### src/inc/dpwm_pkg.sv
// Notes on behaviour
// (RL1) Two independent drivers; each routable onto pin 14 or pin 15.
// (RL2) Each driver has an eight-bit counter as its waveform time base.
// (RL3) Counter clock is selectable: slow 100 kHz or fast 24 MHz tick.
// (RL4) Each selected tick adds a four-bit step; step sets output frequency.
// (RL5) Eight-bit threshold sets duty; output falls when count reaches it.
// (RL6) In sleep the fast clock stops; fast-clocked drivers are disabled.
// (RL7) Slow-clocked drivers keep running through sleep.
// (RL8) Counter wraps modulo 256; output high at wrap, low from threshold.
package dpwm_pkg;

    // ------------------------------------------------------------
    // Clock rates and tick generation
    // ------------------------------------------------------------
    localparam int SYS_CLK_HZ = 25_000_000;
    localparam int SLOW_CLK_HZ = 100_000;
    localparam int FAST_CLK_HZ = 24_000_000;
    localparam int RATE_UNIT_HZ = 1_000_000;
    localparam logic [7:0] SLOW_DIV_LAST =
        8'(SYS_CLK_HZ / SLOW_CLK_HZ - 1);
    localparam logic [4:0] FAST_ACC_STEP = 5'(FAST_CLK_HZ / RATE_UNIT_HZ);
    localparam logic [4:0] FAST_ACC_MOD = 5'(SYS_CLK_HZ / RATE_UNIT_HZ);
    localparam logic [7:0] SLOW_DIV_RST = 8'h00;
    localparam logic [4:0] FAST_ACC_RST = 5'h00;

    // ------------------------------------------------------------
    // Driver geometry
    // ------------------------------------------------------------
    localparam int NUM_CH = 2;
    localparam int CNT_W = 8;
    localparam int STEP_W = 4;
    localparam logic [CNT_W-1:0] CNT_RST = 8'h00;
    localparam logic [CNT_W-1:0] THRESH_RST = 8'h00;
    localparam logic [STEP_W-1:0] STEP_RST = 4'h0;
    localparam logic PIN_SEL_LO = 1'b0;
    localparam logic PIN_SEL_HI = 1'b1;

    typedef enum logic {DPWM_SRC_SLOW, DPWM_SRC_FAST} dpwm_src_e;

    typedef struct packed {
        logic enable;
        dpwm_src_e src;
        logic [STEP_W-1:0] step;
        logic [CNT_W-1:0] thresh;
        logic route_en;
        logic route_pin;
    } dpwm_cfg_s;

    typedef struct packed {
        logic running;
        logic sleep_off;
        logic level;
        logic [CNT_W-1:0] count;
    } dpwm_stat_s;

endpackage

### src/hw/dpwm_channel.sv
`timescale 1ns/100ps
`default_nettype none
module dpwm_channel (
    input wire logic clk,
    input wire logic srst,
    input wire dpwm_pkg::dpwm_cfg_s cfg,
    input wire logic tick,
    input wire logic sleep,
    output dpwm_pkg::dpwm_stat_s stat,
    output logic wrap
);
    typedef enum logic [1:0] {CH_OFF, CH_RUN, CH_SLEPT} dpwm_ch_e;

    dpwm_ch_e state_reg, state_next;
    logic [dpwm_pkg::CNT_W-1:0] cnt_reg, cnt_next;
    logic [dpwm_pkg::CNT_W-1:0] thresh_reg, thresh_next;
    logic [dpwm_pkg::STEP_W-1:0] step_reg, step_next;
    logic level_reg, level_next;
    logic wrap_reg, wrap_next;
    logic fast_blocked;
    logic [dpwm_pkg::CNT_W:0] sum;

    assign fast_blocked = sleep &&
        (cfg.src == dpwm_pkg::DPWM_SRC_FAST); // [RL6]
    // One carry bit beyond the count marks the modulo-256 wrap
    assign sum = {1'b0, cnt_reg} + {5'h00, step_reg}; // [RL4]

    always_comb begin
        state_next = state_reg;
        cnt_next = cnt_reg;
        thresh_next = thresh_reg;
        step_next = step_reg;
        level_next = level_reg;
        wrap_next = 1'b0;
        unique case (state_reg)
            CH_OFF, CH_SLEPT: begin
                if (!cfg.enable) begin
                    state_next = CH_OFF;
                end else if (fast_blocked) begin
                    state_next = CH_SLEPT; // [RL6]
                end else begin
                    // Restart cleanly from a fresh period
                    state_next = CH_RUN;
                    cnt_next = dpwm_pkg::CNT_RST;
                    step_next = cfg.step;
                    thresh_next = cfg.thresh;
                    level_next = (cfg.thresh != dpwm_pkg::CNT_RST);
                end
            end
            CH_RUN: begin
                if (!cfg.enable) begin
                    state_next = CH_OFF;
                    level_next = 1'b0;
                end else if (fast_blocked) begin
                    state_next = CH_SLEPT; // [RL6]
                    level_next = 1'b0;
                end else if (tick) begin // [RL3] [RL7]
                    cnt_next = sum[dpwm_pkg::CNT_W-1:0]; // [RL2] [RL4]
                    if (sum[dpwm_pkg::CNT_W]) begin
                        // Shadows load at wrap so a period never glitches
                        wrap_next = 1'b1; // [RL8]
                        step_next = cfg.step;
                        thresh_next = cfg.thresh;
                        level_next = sum[dpwm_pkg::CNT_W-1:0] < cfg.thresh;
                    end else begin
                        // Once low, stays low until the next wrap
                        level_next = level_reg &&
                            (sum[dpwm_pkg::CNT_W-1:0] < thresh_reg); // [RL5]
                    end
                end
            end
            default: begin
                state_next = CH_OFF;
                level_next = 1'b0;
            end
        endcase
    end

    always_ff @(posedge clk) begin
        if (srst) begin
            state_reg <= CH_OFF;
            cnt_reg <= dpwm_pkg::CNT_RST;
            thresh_reg <= dpwm_pkg::THRESH_RST;
            step_reg <= dpwm_pkg::STEP_RST;
            level_reg <= 1'b0;
            wrap_reg <= 1'b0;
        end else begin
            state_reg <= state_next;
            cnt_reg <= cnt_next;
            thresh_reg <= thresh_next;
            step_reg <= step_next;
            level_reg <= level_next;
            wrap_reg <= wrap_next;
        end
    end

    assign stat.running = (state_reg == CH_RUN);
    assign stat.sleep_off = (state_reg == CH_SLEPT);
    assign stat.level = level_reg;
    assign stat.count = cnt_reg;
    assign wrap = wrap_reg;
endmodule
`default_nettype wire

### src/hw/dpwm_top.sv
`timescale 1ns/100ps
`default_nettype none
module dpwm_top (
    input wire logic clk,
    input wire logic srst,
    input wire logic sleep,
    input wire dpwm_pkg::dpwm_cfg_s [dpwm_pkg::NUM_CH-1:0] cfg,
    output dpwm_pkg::dpwm_stat_s [dpwm_pkg::NUM_CH-1:0] stat,
    output logic [dpwm_pkg::NUM_CH-1:0] wrap,
    output logic fast_clk_on,
    output logic gpio14_out,
    output logic gpio14_oe,
    output logic gpio15_out,
    output logic gpio15_oe
);
    // ------------------------------------------------------------
    // Tick generation
    // ------------------------------------------------------------
    logic [7:0] slow_div_reg, slow_div_next;
    logic slow_tick_reg, slow_tick_next;
    logic [4:0] fast_acc_reg, fast_acc_next;
    logic fast_tick_reg, fast_tick_next;
    logic fast_on_reg, fast_on_next;
    logic [5:0] fast_sum;

    assign fast_sum = {1'b0, fast_acc_reg} + {1'b0, dpwm_pkg::FAST_ACC_STEP};

    always_comb begin
        slow_div_next = slow_div_reg + 8'h01;
        slow_tick_next = 1'b0;
        if (slow_div_reg == dpwm_pkg::SLOW_DIV_LAST) begin
            slow_div_next = dpwm_pkg::SLOW_DIV_RST;
            slow_tick_next = 1'b1; // [RL3]
        end
        // Fractional divider: 24 ticks in every 25 system cycles
        fast_acc_next = fast_sum[4:0];
        fast_tick_next = 1'b0;
        if (fast_sum >= {1'b0, dpwm_pkg::FAST_ACC_MOD}) begin
            fast_acc_next = 5'(fast_sum - {1'b0, dpwm_pkg::FAST_ACC_MOD});
            fast_tick_next = 1'b1; // [RL3]
        end
        fast_on_next = !sleep;
        if (sleep) begin
            // Fast clock is gone in sleep; slow one keeps running
            fast_acc_next = dpwm_pkg::FAST_ACC_RST; // [RL6]
            fast_tick_next = 1'b0; // [RL6] [RL7]
        end
    end

    always_ff @(posedge clk) begin
        if (srst) begin
            slow_div_reg <= dpwm_pkg::SLOW_DIV_RST;
            slow_tick_reg <= 1'b0;
            fast_acc_reg <= dpwm_pkg::FAST_ACC_RST;
            fast_tick_reg <= 1'b0;
            fast_on_reg <= 1'b0;
        end else begin
            slow_div_reg <= slow_div_next;
            slow_tick_reg <= slow_tick_next;
            fast_acc_reg <= fast_acc_next;
            fast_tick_reg <= fast_tick_next;
            fast_on_reg <= fast_on_next;
        end
    end

    assign fast_clk_on = fast_on_reg;

    // ------------------------------------------------------------
    // Drivers
    // ------------------------------------------------------------
    logic [dpwm_pkg::NUM_CH-1:0] ch_tick;

    for (genvar i = 0; i < dpwm_pkg::NUM_CH; i++) begin : g_ch
        assign ch_tick[i] = (cfg[i].src == dpwm_pkg::DPWM_SRC_FAST) ?
            fast_tick_reg : slow_tick_reg; // [RL3]
        dpwm_channel u_ch (
            .clk(clk),
            .srst(srst),
            .cfg(cfg[i]),
            .tick(ch_tick[i]),
            .sleep(sleep),
            .stat(stat[i]),
            .wrap(wrap[i])
        ); // [RL1]
    end

    // ------------------------------------------------------------
    // Pin routing
    // ------------------------------------------------------------
    function automatic logic routes_to(input dpwm_pkg::dpwm_cfg_s c,
                                       input logic pin);
        routes_to = c.enable && c.route_en && (c.route_pin == pin);
    endfunction

    logic pin14_out_reg, pin14_out_next, pin14_oe_reg, pin14_oe_next;
    logic pin15_out_reg, pin15_out_next, pin15_oe_reg, pin15_oe_next;

    // Both drivers on one pin: driver 0 wins, driver 1 is not seen
    always_comb begin
        pin14_oe_next = 1'b1;
        pin15_oe_next = 1'b1;
        if (routes_to(cfg[0], dpwm_pkg::PIN_SEL_LO)) begin
            pin14_out_next = stat[0].level; // [RL1]
        end else if (routes_to(cfg[1], dpwm_pkg::PIN_SEL_LO)) begin
            pin14_out_next = stat[1].level; // [RL1]
        end else begin
            pin14_out_next = 1'b0;
            pin14_oe_next = 1'b0;
        end
        if (routes_to(cfg[0], dpwm_pkg::PIN_SEL_HI)) begin
            pin15_out_next = stat[0].level; // [RL1]
        end else if (routes_to(cfg[1], dpwm_pkg::PIN_SEL_HI)) begin
            pin15_out_next = stat[1].level; // [RL1]
        end else begin
            pin15_out_next = 1'b0;
            pin15_oe_next = 1'b0;
        end
    end

    always_ff @(posedge clk) begin
        if (srst) begin
            pin14_out_reg <= 1'b0;
            pin14_oe_reg <= 1'b0;
            pin15_out_reg <= 1'b0;
            pin15_oe_reg <= 1'b0;
        end else begin
            pin14_out_reg <= pin14_out_next;
            pin14_oe_reg <= pin14_oe_next;
            pin15_out_reg <= pin15_out_next;
            pin15_oe_reg <= pin15_oe_next;
        end
    end

    assign gpio14_out = pin14_out_reg;
    assign gpio14_oe = pin14_oe_reg;
    assign gpio15_out = pin15_out_reg;
    assign gpio15_oe = pin15_oe_reg;
endmodule
`default_nettype wire

### config.mk
export PLATFORM = sky130hd
export DESIGN_NAME = dpwm_top
export DESIGN_NICKNAME = d
export VERILOG_FILES = /design/src/inc/dpwm_pkg.sv /design/src/hw/dpwm_channel.sv /design/src/hw/dpwm_top.sv
export SDC_FILE = /design/constraint.sdc
export NUM_CORES = 1
export LEC_CHECK = 0
export BUFFER_PORTS_ARGS = -buffer_cell sky130_fd_sc_hd__buf_2
export CORE_ASPECT_RATIO = 0.8
export CORE_MARGIN = 2
export CORE_UTILIZATION = 52
export CTS_CLUSTER_DIAMETER = 200
export DETAILED_ROUTE_END_ITERATION = 8
export GPL_TIMING_DRIVEN = 1
export PLACE_DENSITY_LB_ADDON = 0.08
export REMOVE_ABC_BUFFERS = 1
export SLEW_MARGIN = 20
export SYNTH_ARGS = -nofsm -noshare
export SYNTH_HDL_FRONTEND = slang
export SYNTH_HIERARCHICAL = 1
export SYNTH_SLANG_ARGS = --single-unit
### constraint.sdc
create_clock -name clk -period 2.4 [get_ports clk]
set_clock_uncertainty 0.1 [all_clocks]
set_input_delay 0.48 -clock clk [delete_from_list [all_inputs] [get_ports clk]]
set_output_delay 0.48 -clock clk [all_outputs]
set_load 0.02 [all_outputs]
Yosys cells after proc, flatten, opt, wreduce, memory -nomap -nowiden
Index checks and enable logic that the tools add are counted.
W data, S select, Z words.

word-level totals
  register bits = 68
  output and inout bits = 29
  logic and storage cells = 168

operators by class
  $add $sub $neg = 5
  magnitude comparators = 5
  equality and inequality tests = 21
  mux-type cells = 79
  bitwise operators = 8
  reduce and logical (&&, ||, !) cells = 29

operators by type and width
  kind                   count
  $mux W8                22
  $pmux W8 S2            4
  $mux W4                12
  $lt A8 B8 Y1           4
  $mux W1                26
  $add A8 B4 Y9          2
  $mux W2                8
  $ne A2 B2 Y1 const B   8
  $pmux W4 S2            2
  $reduce_bool A8 Y1     2
  $reduce_and A7 Y1      2
  $reduce_and A6 Y1      2
  $logic_and A1 B1 Y1    10
  $reduce_or A5 Y1       2
  $add A8 B1 Y8 const B  1
  $eq A8 B8 Y1 const B   1
  $ne A2 B1 Y1 const B   4
  $ne A4 B2 Y1 const B   2
  $not A1 Y1             8
  $pmux W2 S2            2
  $reduce_or A2 Y1       4
  $add A5 B5 Y6 const B  1
  $ge A6 B5 Y1 const B   1
  $ne A3 B2 Y1 const B   2
  other kinds (9)        15

Longest topological paths before layout
Gate-level depths: netlist of run 1.

  depth in word-level cells = 8
  gate-level depth with buffers = 12
  mapped depth without buffers = 12

Cells and area by module
The synthesis of run 1 kept the hierarchy.

modules (own cells, without submodules)
  module        instances  cells each  area an instance (um^2)  seq. area each (um^2)
  dpwm_channel  2          181         1581.5                   480.5
  dpwm_top      1          103         942.2                    400.4

Least setup slack after synthesis of run 1
No wires, ideal clock.

  kind = register -> register
  start point = reg g_ch[0].u_ch/cnt_reg[0] in the netlist's numbering
  end point = reg g_ch[0].u_ch.level_reg
  library setup time = 74 ps
  data arrival time = 2555 ps
  required time = 2226 ps
  setup slack = -330 ps
  stages on the path, launching flop included = 13
  path buffers = 0
  period minus slack after synthesis = 2730 ps
  path through = dfxtp_1 -> ha_1 -> inv_1 -> fa_1 -> nand2b_1 -> a211oi_1 -> xor2_1 -> ha_1 -> o21ai_0 -> nor2_1 -> nor3b_1 -> o211ai_1 -> a31oi_1

between the ends
  longest elaborated chain between the ends = 8
  elaborated cells between the ends (all ways) = 9
  those cells by class = 1 x add/sub; 2 x order compare; 5 x mux; 1 x reduce/logical

ends and longest elaborated chain
  what                    line                source
  from (decl)             dpwm_channel.sv:15  logic [dpwm_pkg::CNT_W-1:0] cnt_reg, cnt_next;
  from (signal assigned)  dpwm_channel.sv:82  cnt_reg <= dpwm_pkg::CNT_RST;
  from (signal assigned)  dpwm_channel.sv:89  cnt_reg <= cnt_next;
  $add A8 B4 Y9 (*)       dpwm_channel.sv:26  assign sum = {1'b0, cnt_reg} + {5'h00, step_reg};
  $lt A8 B8 Y1            dpwm_channel.sv:68  (sum[dpwm_pkg::CNT_W-1:0] < thresh_reg);
  $logic_and A1 B1 Y1     dpwm_channel.sv:67  level_next = level_reg &&
  $mux W1 (*)             dpwm_channel.sv:59  if (sum[dpwm_pkg::CNT_W]) begin
  $mux W1 (*)             dpwm_channel.sv:57  end else if (tick) begin
  $mux W1 (*)             dpwm_channel.sv:54  end else if (fast_blocked) begin
  $mux W1 (*)             dpwm_channel.sv:51  if (!cfg.enable) begin
  $pmux W1 S2 (*)         dpwm_channel.sv:35  unique case (state_reg)
  to (signal assigned)    dpwm_channel.sv:92  level_reg <= level_next;
  to (decl)               dpwm_channel.sv:18  logic level_reg, level_next;

Mark *: on every way between the ends. The rest lies on a longest branch, timed or not. The select of a mux whose other input is x is not followed.
A chain may end at the register's enable or synchronous reset.

Final worst setup path of run 1
  start point = reg g_ch[1].u_ch/cnt_reg[1] in the netlist's numbering
  end point = reg g_ch[1].u_ch.level_reg

between the ends
  longest elaborated chain between the ends = 8
  elaborated cells between the ends (all ways) = 9
  those cells by class = 1 x add/sub; 2 x order compare; 5 x mux; 1 x reduce/logical

ends and longest elaborated chain
  what                    line
  from (decl)             dpwm_channel.sv:15
  from (signal assigned)  dpwm_channel.sv:82
  from (signal assigned)  dpwm_channel.sv:89
  $add A8 B4 Y9 (*)       dpwm_channel.sv:26
  $lt A8 B8 Y1            dpwm_channel.sv:68
  $logic_and A1 B1 Y1     dpwm_channel.sv:67
  $mux W1 (*)             dpwm_channel.sv:59
  $mux W1 (*)             dpwm_channel.sv:57
  $mux W1 (*)             dpwm_channel.sv:54
  $mux W1 (*)             dpwm_channel.sv:51
  $pmux W1 S2 (*)         dpwm_channel.sv:35
  to (signal assigned)    dpwm_channel.sv:92
  to (decl)               dpwm_channel.sv:18

Marks and branches as above.

==> results.cfg, run 1 <==
[sta]
setup_ws_ns = -0.2856
rsz0062_at_grt = yes
fmax_mhz = 372.4
period_share_pct = 111.9
min_period_ns = 2.686
finalMaxSlewViolations = 0
slew_headroom_pct = 62.17
setup_viol_count_final = 22
final_hold_viol_count = 0
worst_pin_slew_ns = 0.5674

[clock_tree]
worstSkewPairLatency_ns = 0.35
cts-root-buf = clkbuf_8
cts_hold_buf = 0
numCtsBuffers = 9
cts_tree = done
clkTransAtPathRegs_ns = 0.08
clock-sinks = 68
ctsLongestPathBuffers = 2
htreeDepth = 3

[floorplanning]
core_mm2 = 0.007532
die_w_um = 103.3
dieArea_mm2 = 0.008626
io_pins = 64
start_util_pct = 54.50
rows = 28
fp.dieH_um = 83.47

[placed_design]
gp_congestion = 0.8667
hpwl_um = 7373
port_buffers = 63
dpl.cell_count = 664
postPlaceCellArea_mm2 = 0.004798

[outcome]
status = complete, but fails checks
violations = negative setup slack

[synthesis]
ys_seq_area_share_pct = 33.16
async_reset_ff_share_pct = 0
synth_ff_type = dfxtp_1
synth_seq_cells = 68
synth-edff-count = 0
netlist_area_mm2 = 0.004105
syn_avg_cell_area_um2 = 8.828
ys_types = 51
synth-warning-count = 6
synthCells = 465

[cells_and_area]
n_antenna_cell = 0
area_growth_syn_to_layout_pct = 29.44
stdcell_area_mm2 = 0.005314
final_cells = 687
multi_input_area_mm2 = 0.002646
fillCellCount = 616
drive_gt1_share_pct = 30.41
seq_area_mm2 = 0.001366
fin_nets = 656

[drt]
drt-total-wl_um = 10160
drtIter0Drc = 202
first_pass_iters = 5
vias = 3725
antenna_left = 0
route.detailed.drc = 0
vias_per_cell = 5.422
post_drt_wl_per_cell_um = 14.79

[worst_setup_path]
cp_top_family = compound AO/OA/AOI/OAI gates
critPathRequiredTime_ns = 2.59
crit_slowest_cell = a221o_2
start_kind = flip-flop
crit_path_end_kind = flip-flop
critPathBufInv = 1
arrival_ns = 2.87
crit_path_max_fanout = 2
slowest_delay_ns = 0.40
worstSetupPathType = reg2reg
crit_chain = buf_4 > ha_1 > a21o_1 > a221o_2 > xor2_4 > ha_4 > a211oi_2 > nor2_1 > nor3b_2 > o211ai_1 > a31oi_1

[grt]
grt_max_degree = 30
grt_pass1_wl_um = 16670
antenna_found_initial = 0
overflow = 0
grt_pass1_vias = 3527
grt_usage_pct = 24.59

[power]
ir_drop_v = 0.0003729
p_per_area_mw_per_mm2 = 562.3
p_leak_nw = 2.457

[run]
maxCapViolCount = 0

[hold_path]
hold_class = in2reg
==> path summary, 6_finish.rpt <==
check	from	endpoint	slack, ns	cells after the start
hold reg to reg	slow_div_reg[0]	slow_div_reg[0]	0.39	1
hold / removal	cfg[27]	g_ch[1].u_ch/step_reg[1]	0.26	3
setup / recovery	g_ch[1].u_ch/cnt_reg[1]	g_ch[1].u_ch/level_reg	-0.29	11
setup reg to reg	g_ch[1].u_ch/cnt_reg[1]	g_ch[1].u_ch/level_reg	-0.29	11
==> where the power goes <==
group          total (mW)  leakage, nW  switching (mW)  internal [mW]
combinational       0.526         1.77           0.291          0.235
sequential           1.24        0.556          0.0489           1.19
clock                1.22        0.126           0.474          0.751
==> metrics by stage <==
stage	utilization, %	setup TNS [ns]	setup slack, ns	power [mW]	hold WS [ns]
6_report	70.55	-1.400	-0.2856	2.988	0.2618
5_1_grt	70.55	-3.808	-0.4668	3.142	0.2658
4_1_cts	69.24	-1.406	-0.2431	3.007	0.2383
3_5_place_dp	63.70	-2.947	-0.4543	1.759	0.3649
3_3_place_gp	63.70	-1.805	-0.3326	1.738	0.3524
2_1_floorplan	-	-4.741	-0.3295	1.579	0.3337
==> cell usage in the layout, fill, tap and decap left out, types with 8 or more instances in the layout <==
master and n:
dfxtp_1 64, nor2_1 62, nand3_1 9, ha_1 38, buf_2 63, clkbuf_8 11, nand2_1 16, a21oi_1 20
mux2i_1 27, a22oi_1 8, buf_4 43, inv_1 47, o21ai_0 11, nand3b_1 9
==> routing by layer <==
metal  wire length (um)  GRT usage [%]  part of all wire (%)
met3                639          6.365                   6.3
met4                118          7.416                   1.2
met1               4930          34.36                    49
met2               4475          37.01                    44
met5                  0              0                     0
==> area by class of cell <==
class                           instances  share of cell area [%]
Inverter                               49                   3.461
Clock buffer                           11                   2.849
Multi-Input combinational cell        337                   49.80
Sequential cell                        68                   25.71
Tap cell                              105                   2.472
Clock inverter                          5                   2.001
Timing Repair Buffer                  112                   13.70
==> worst min-delay path, stage by stage <==
cell	delay (ns)
buf_2	0.07
mux2i_1	0.05
nor2_1	0.07
==> cells by family after synthesis <==
kind of cell               Yosys count  synth area share (%)
and+or+nand+nor                    156                 19.93
AOI/OAI and AO/OA                   91                 15.85
DFF                                 68                 33.16
buffers and inverters               60                 6.462
adders and majority gates           44                 13.78
muxes                               31                 7.620
xor gates and xnor gates            15                 3.200
==> timing repair <==
item / CTS / global route
cloned: 1 / 0
pin swaps: 11 / 14
gates resized for setup: 24 / 17
endpoints found under the hold margin: 0 / 0
setup endpoints to repair: 26 / 26
setup buffers: 4 / 2
==> Yosys cell counts (6+ instances only) <==
library cell,count,area share [%]
or3_1,7,1.1
ha_1,42,13
nor2_1,62,5.7
xor2_1,10,2.1
o21ai_0,13,1.6
nor2b_1,6,0.91
nand3_1,9,1.1
dfxtp_1,68,33
nand2_1,16,1.5
clkbuf_1,7,0.64
a22oi_1,8,1.5
a31oi_1,7,1.1
a21oi_1,22,2.7
nor3b_1,7,1.3
mux2i_1,29,7.1
inv_1,49,4.5
nand3b_1,9,1.6
a211oi_1,6,1.1
Power figures use the tool's default switching activity.
==> run 2, diff against run 1 <==
--- a/config.mk
+++ b/config.mk
@@ -12,7 +12,7 @@
 export CTS_CLUSTER_DIAMETER = 200
 export DETAILED_ROUTE_END_ITERATION = 8
 export GPL_TIMING_DRIVEN = 1
-export PLACE_DENSITY_LB_ADDON = 0.08
+export PLACE_DENSITY = 0.77
 export REMOVE_ABC_BUFFERS = 1
 export SLEW_MARGIN = 20
 export SYNTH_ARGS = -nofsm -noshare
==> results.cfg, run 2 (synthesized netlist as in run 1, its figures left out) <==
[sta]
min_period_ns = 2.629
hold_ws_ns = 0.2741
setup_tns_ns = -0.4710
slew_headroom_pct = 69.78
final_hold_viol_count = 0
worst_pin_slew_ns = 0.4516
finalMaxSlewViolations = 0
rsz0062_at_grt = yes
setup_viol_count_final = 3
period_share_pct = 109.6
fmax_mhz = 380.3
setup_ws_ns = -0.2295

[drt]
vias = 3815
drt-total-wl_um = 10770
route.detailed.drc = 0
drtIter0Drc = 115
post_drt_wl_per_cell_um = 15.63
first_pass_iters = 5
antenna_left = 0
vias_per_cell = 5.537

[floorplanning]
die_w_um = 103.3
core_mm2 = 0.007532
dieArea_mm2 = 0.008626
io_pins = 64
start_util_pct = 54.50
rows = 28
fp.dieH_um = 83.47

[worst_setup_path]
crit_path_frequent_cell = ha_4
crit_path_max_fanout = 3
cp_top_family = adder cells
critPathBufInv = 2
start_kind = flip-flop
slowest_delay_ns = 0.35
critPathRequiredTime_ns = 2.57
crit_chain = ha_4 > inv_2 > fa_2 > nand2b_4 > a211oi_4 > xor2_2 > buf_4 > ha_4 > o21ai_2 > nor2_1 > nor3_1 > o21ai_1 > a31oi_1
crit_slowest_cell = dfxtp_2
arrival_ns = 2.80
crit_path_end_kind = flip-flop
worstSetupPathType = reg2reg

[placed_design]
dpl_worst_slack_ns = -0.4532
postPlaceCellArea_mm2 = 0.004783
gp_congestion = 0.9027
hpwl_um = 7499
dpl.cell_count = 662
port_buffers = 63

[clock_tree]
clkTransAtPathRegs_ns = 0.08
cts_tree = done
ctsLongestPathBuffers = 2
cts_hold_buf = 0
clock-sinks = 68
worstSkewPairLatency_ns = 0.34
htreeDepth = 3
cts-root-buf = clkbuf_8
numCtsBuffers = 9

[outcome]
violations = negative setup slack
status = complete, but fails checks

[grt]
grt_max_degree = 20
grt_pass1_wl_um = 17370
antenna_found_initial = 0
grt_usage_pct = 25.07
grt_pass1_vias = 3848
overflow = 0

[cells_and_area]
stdcell_area_mm2 = 0.005336
area_growth_syn_to_layout_pct = 29.99
n_antenna_cell = 0
final_cells = 689
layout_common_cells = dfxtp_1, buf_2, nor2_1
fin_util_pct = 70.85
fin_nets = 658
drive_gt1_share_pct = 31.51

[power]
ir_drop_v = 0.0003158
power_mw = 2.723
p_per_area_mw_per_mm2 = 510.2
p_leak_nw = 2.423

[run]
maxCapViolCount = 0

[hold_path]
hold_class = in2reg
run 2: changes by cell type in the layout (fill, tap and decap cells not counted), sizes merged:
| cell | delta |
|---|---|
| buf | +3 |
| clkinv | +3 |
| bufinv | -2 |
| clkinvlp | -1 |
| inv | -1 |
run 2: routing by layer:
layer	global-route usage, %	vias up	share of wire [%]
met4	6.938	0	1.8
met3	6.533	20	5.2
met2	39.53	114	48
met5	0	-	0
met1	33.66	1811	45
li1	-	1870	-
run 2: repair_timing:
action,CTS,global route
buffers inserted,8,3
gates cloned,0,0
pin swaps,9,15
gates resized for setup,20,32
endpoints found under the setup margin,26,28
run 2: path summary, 6_finish.rpt:
kind,startpoint,endpoint,slack (ns),cells after the start
worst max-delay path,g_ch[0].u_ch/step_reg[0],g_ch[0].u_ch/level_reg,-0.23,13
worst min-delay path,cfg[27],g_ch[1].u_ch/step_reg[1],0.27,3
worst max register to register,g_ch[0].u_ch/step_reg[0],g_ch[0].u_ch/level_reg,-0.23,13
worst min register to register,slow_div_reg[0],slow_div_reg[0],0.37,1
run 2: power breakdown:
| part | leakage, nW | total (mW) | internal (mW) | switching [mW] |
|---|---|---|---|---|
| Combinational | 1.77 | 0.528 | 0.234 | 0.294 |
| Clock | 0.100 | 0.954 | 0.508 | 0.446 |
| Sequential | 0.557 | 1.24 | 1.19 | 0.0511 |
| Total | 2.42 | 2.72 | 1.93 | 0.791 |
run 2: area by class of cell:
cell class                      instances  area [um^2]
Tap cell                              105        131.4
Clock inverter                          4        48.80
Timing Repair Buffer                  114        729.5
Inverter                               49        183.9
Clock buffer                           12        145.1
Multi-Input combinational cell        337         2730
Fill cell                             582         2196
Sequential cell                        68         1368
run 2: worst min-delay path: stages:
cell	delay, ns
buf_2	0.08
mux2i_1	0.06
nor2_1	0.07
==> run 3, diff against run 2 <==
==> constraint.sdc (replaced) <==
create_clock -name clk -period 2.4 [get_ports clk]
set_clock_uncertainty 0.1 [all_clocks]
set_input_delay 0.72 -clock clk [delete_from_list [all_inputs] [get_ports clk]]
set_output_delay 0.72 -clock clk [all_outputs]
set_load 0.02 [all_outputs]
==> results.cfg, run 3 (synthesized netlist as in run 1, its figures left out) <==
[outcome]
status = complete, but fails checks
violations = negative setup slack

[drt]
antenna_left = 0
drt-total-wl_um = 10280
drtIter0Drc = 199
post_drt_wl_per_cell_um = 14.85
vias = 3841
vias_per_cell = 5.551
first_pass_iters = 4
route.detailed.drc = 0

[worst_setup_path]
slowest_delay_ns = 0.36
critPathBufInv = 2
crit_slowest_cell = dfxtp_2
cp_top_family = adder cells
crit_chain = ha_4 > inv_2 > fa_2 > nand2b_4 > a211oi_2 > xor2_1 > buf_4 > ha_1 > o21ai_2 > nor2_1 > nor3b_1 > o211ai_1 > a31oi_1
start_kind = flip-flop
crit_path_end_kind = flip-flop
arrival_ns = 2.80
critPathRequiredTime_ns = 2.57
crit_path_max_fanout = 2
worstSetupPathType = reg2reg

[grt]
grt_pass1_wl_um = 16460
grt_pass1_vias = 3612
grt_usage_pct = 23.57
overflow = 0
grt_max_degree = 22
antenna_found_initial = 0

[clock_tree]
clock-sinks = 68
cts_tree = done
numCtsBuffers = 9
cts-root-buf = clkbuf_8
worstSkewPairLatency_ns = 0.34
cts_hold_buf = 0
htreeDepth = 3
ctsLongestPathBuffers = 2
clkTransAtPathRegs_ns = 0.08

[power]
ir_drop_v = 0.0002979
power_mw = 2.812
p_per_area_mw_per_mm2 = 529.3
p_leak_nw = 2.439

[floorplanning]
io_pins = 64
start_util_pct = 54.50
dieArea_mm2 = 0.008626
core_mm2 = 0.007532
fp.dieH_um = 83.47
die_w_um = 103.3
rows = 28

[placed_design]
port_buffers = 63
gp_congestion = 0.9587
hpwl_um = 7522
dpl_worst_slack_ns = -0.4213

[cells_and_area]
area_growth_syn_to_layout_pct = 29.41
layout_commonest_cell = buf_2
layout_common_cells = buf_2, nor2_1, dfxtp_1
n_antenna_cell = 0
drive_gt1_share_pct = 31.52
fin_nets = 661

[sta]
finalMaxSlewViolations = 0
rsz0062_at_grt = yes
min_period_ns = 2.627
setup_viol_count_final = 7
setup_tns_ns = -0.4429
worst_pin_slew_ns = 0.4901
setup_ws_ns = -0.2270
hold_ws_ns = 0.3699
period_share_pct = 109.5
slew_headroom_pct = 67.03
final_hold_viol_count = 0
fmax_mhz = 380.7

[hold_path]
hold_class = reg2reg

[run]
maxCapViolCount = 0
[run 3: what timing repair did]
item / 4_1_cts / 5_1_grt
gates resized for setup: 23 / 18
endpoints found under the setup margin: 26 / 26
setup buffers: 5 / 6
pin swaps: 11 / 20
[run 3: layer usage]
layer	wire (um)	vias up	GRT usage, %
met4	148	0	5.263
met3	537	17	6.030
li1	-	1882	-
met2	5070	117	39.00
met5	0	-	0
met1	4523	1825	30.65
[run 3: where the power goes]
group / switching (mW) / leakage, nW / internal (mW)
Sequential: 0.0494 / 0.558 / 1.19
Combinational: 0.289 / 1.77 / 0.235
Clock: 0.457 / 0.114 / 0.592
Total: 0.796 / 2.44 / 2.02
[run 3: final timing paths]
path              depth (start not counted)  slack [ns]                endpoint                     start
hold / removal                            1        0.37         slow_div_reg[0]           slow_div_reg[0]
hold reg to reg                           1        0.37         slow_div_reg[0]           slow_div_reg[0]
setup / recovery                         13       -0.23  g_ch[0].u_ch/level_reg  g_ch[0].u_ch/step_reg[0]
setup reg to reg                         13       -0.23  g_ch[0].u_ch/level_reg  g_ch[0].u_ch/step_reg[0]
[run 3: through the flow]
stage / instance area, um^2 / cells / utilization [%]
floorplan: 4024 / 454 / -
global placement: 4806 / 665 / 63.80
detailed placement: 4806 / 665 / 63.80
CTS: 5156 / 686 / 68.46
global route: 5313 / 692 / 70.53
finish: 5313 / 692 / 70.53
[run 3: area by class of cell]
class,count,area [um^2]
Multi-Input combinational cell,337,2663
Fill cell,581,2220
Sequential cell,68,1370
Timing Repair Buffer,117,740.7
Inverter,49,183.9
Tap cell,105,131.4
Clock buffer,9,123.9
Clock inverter,7,100.1
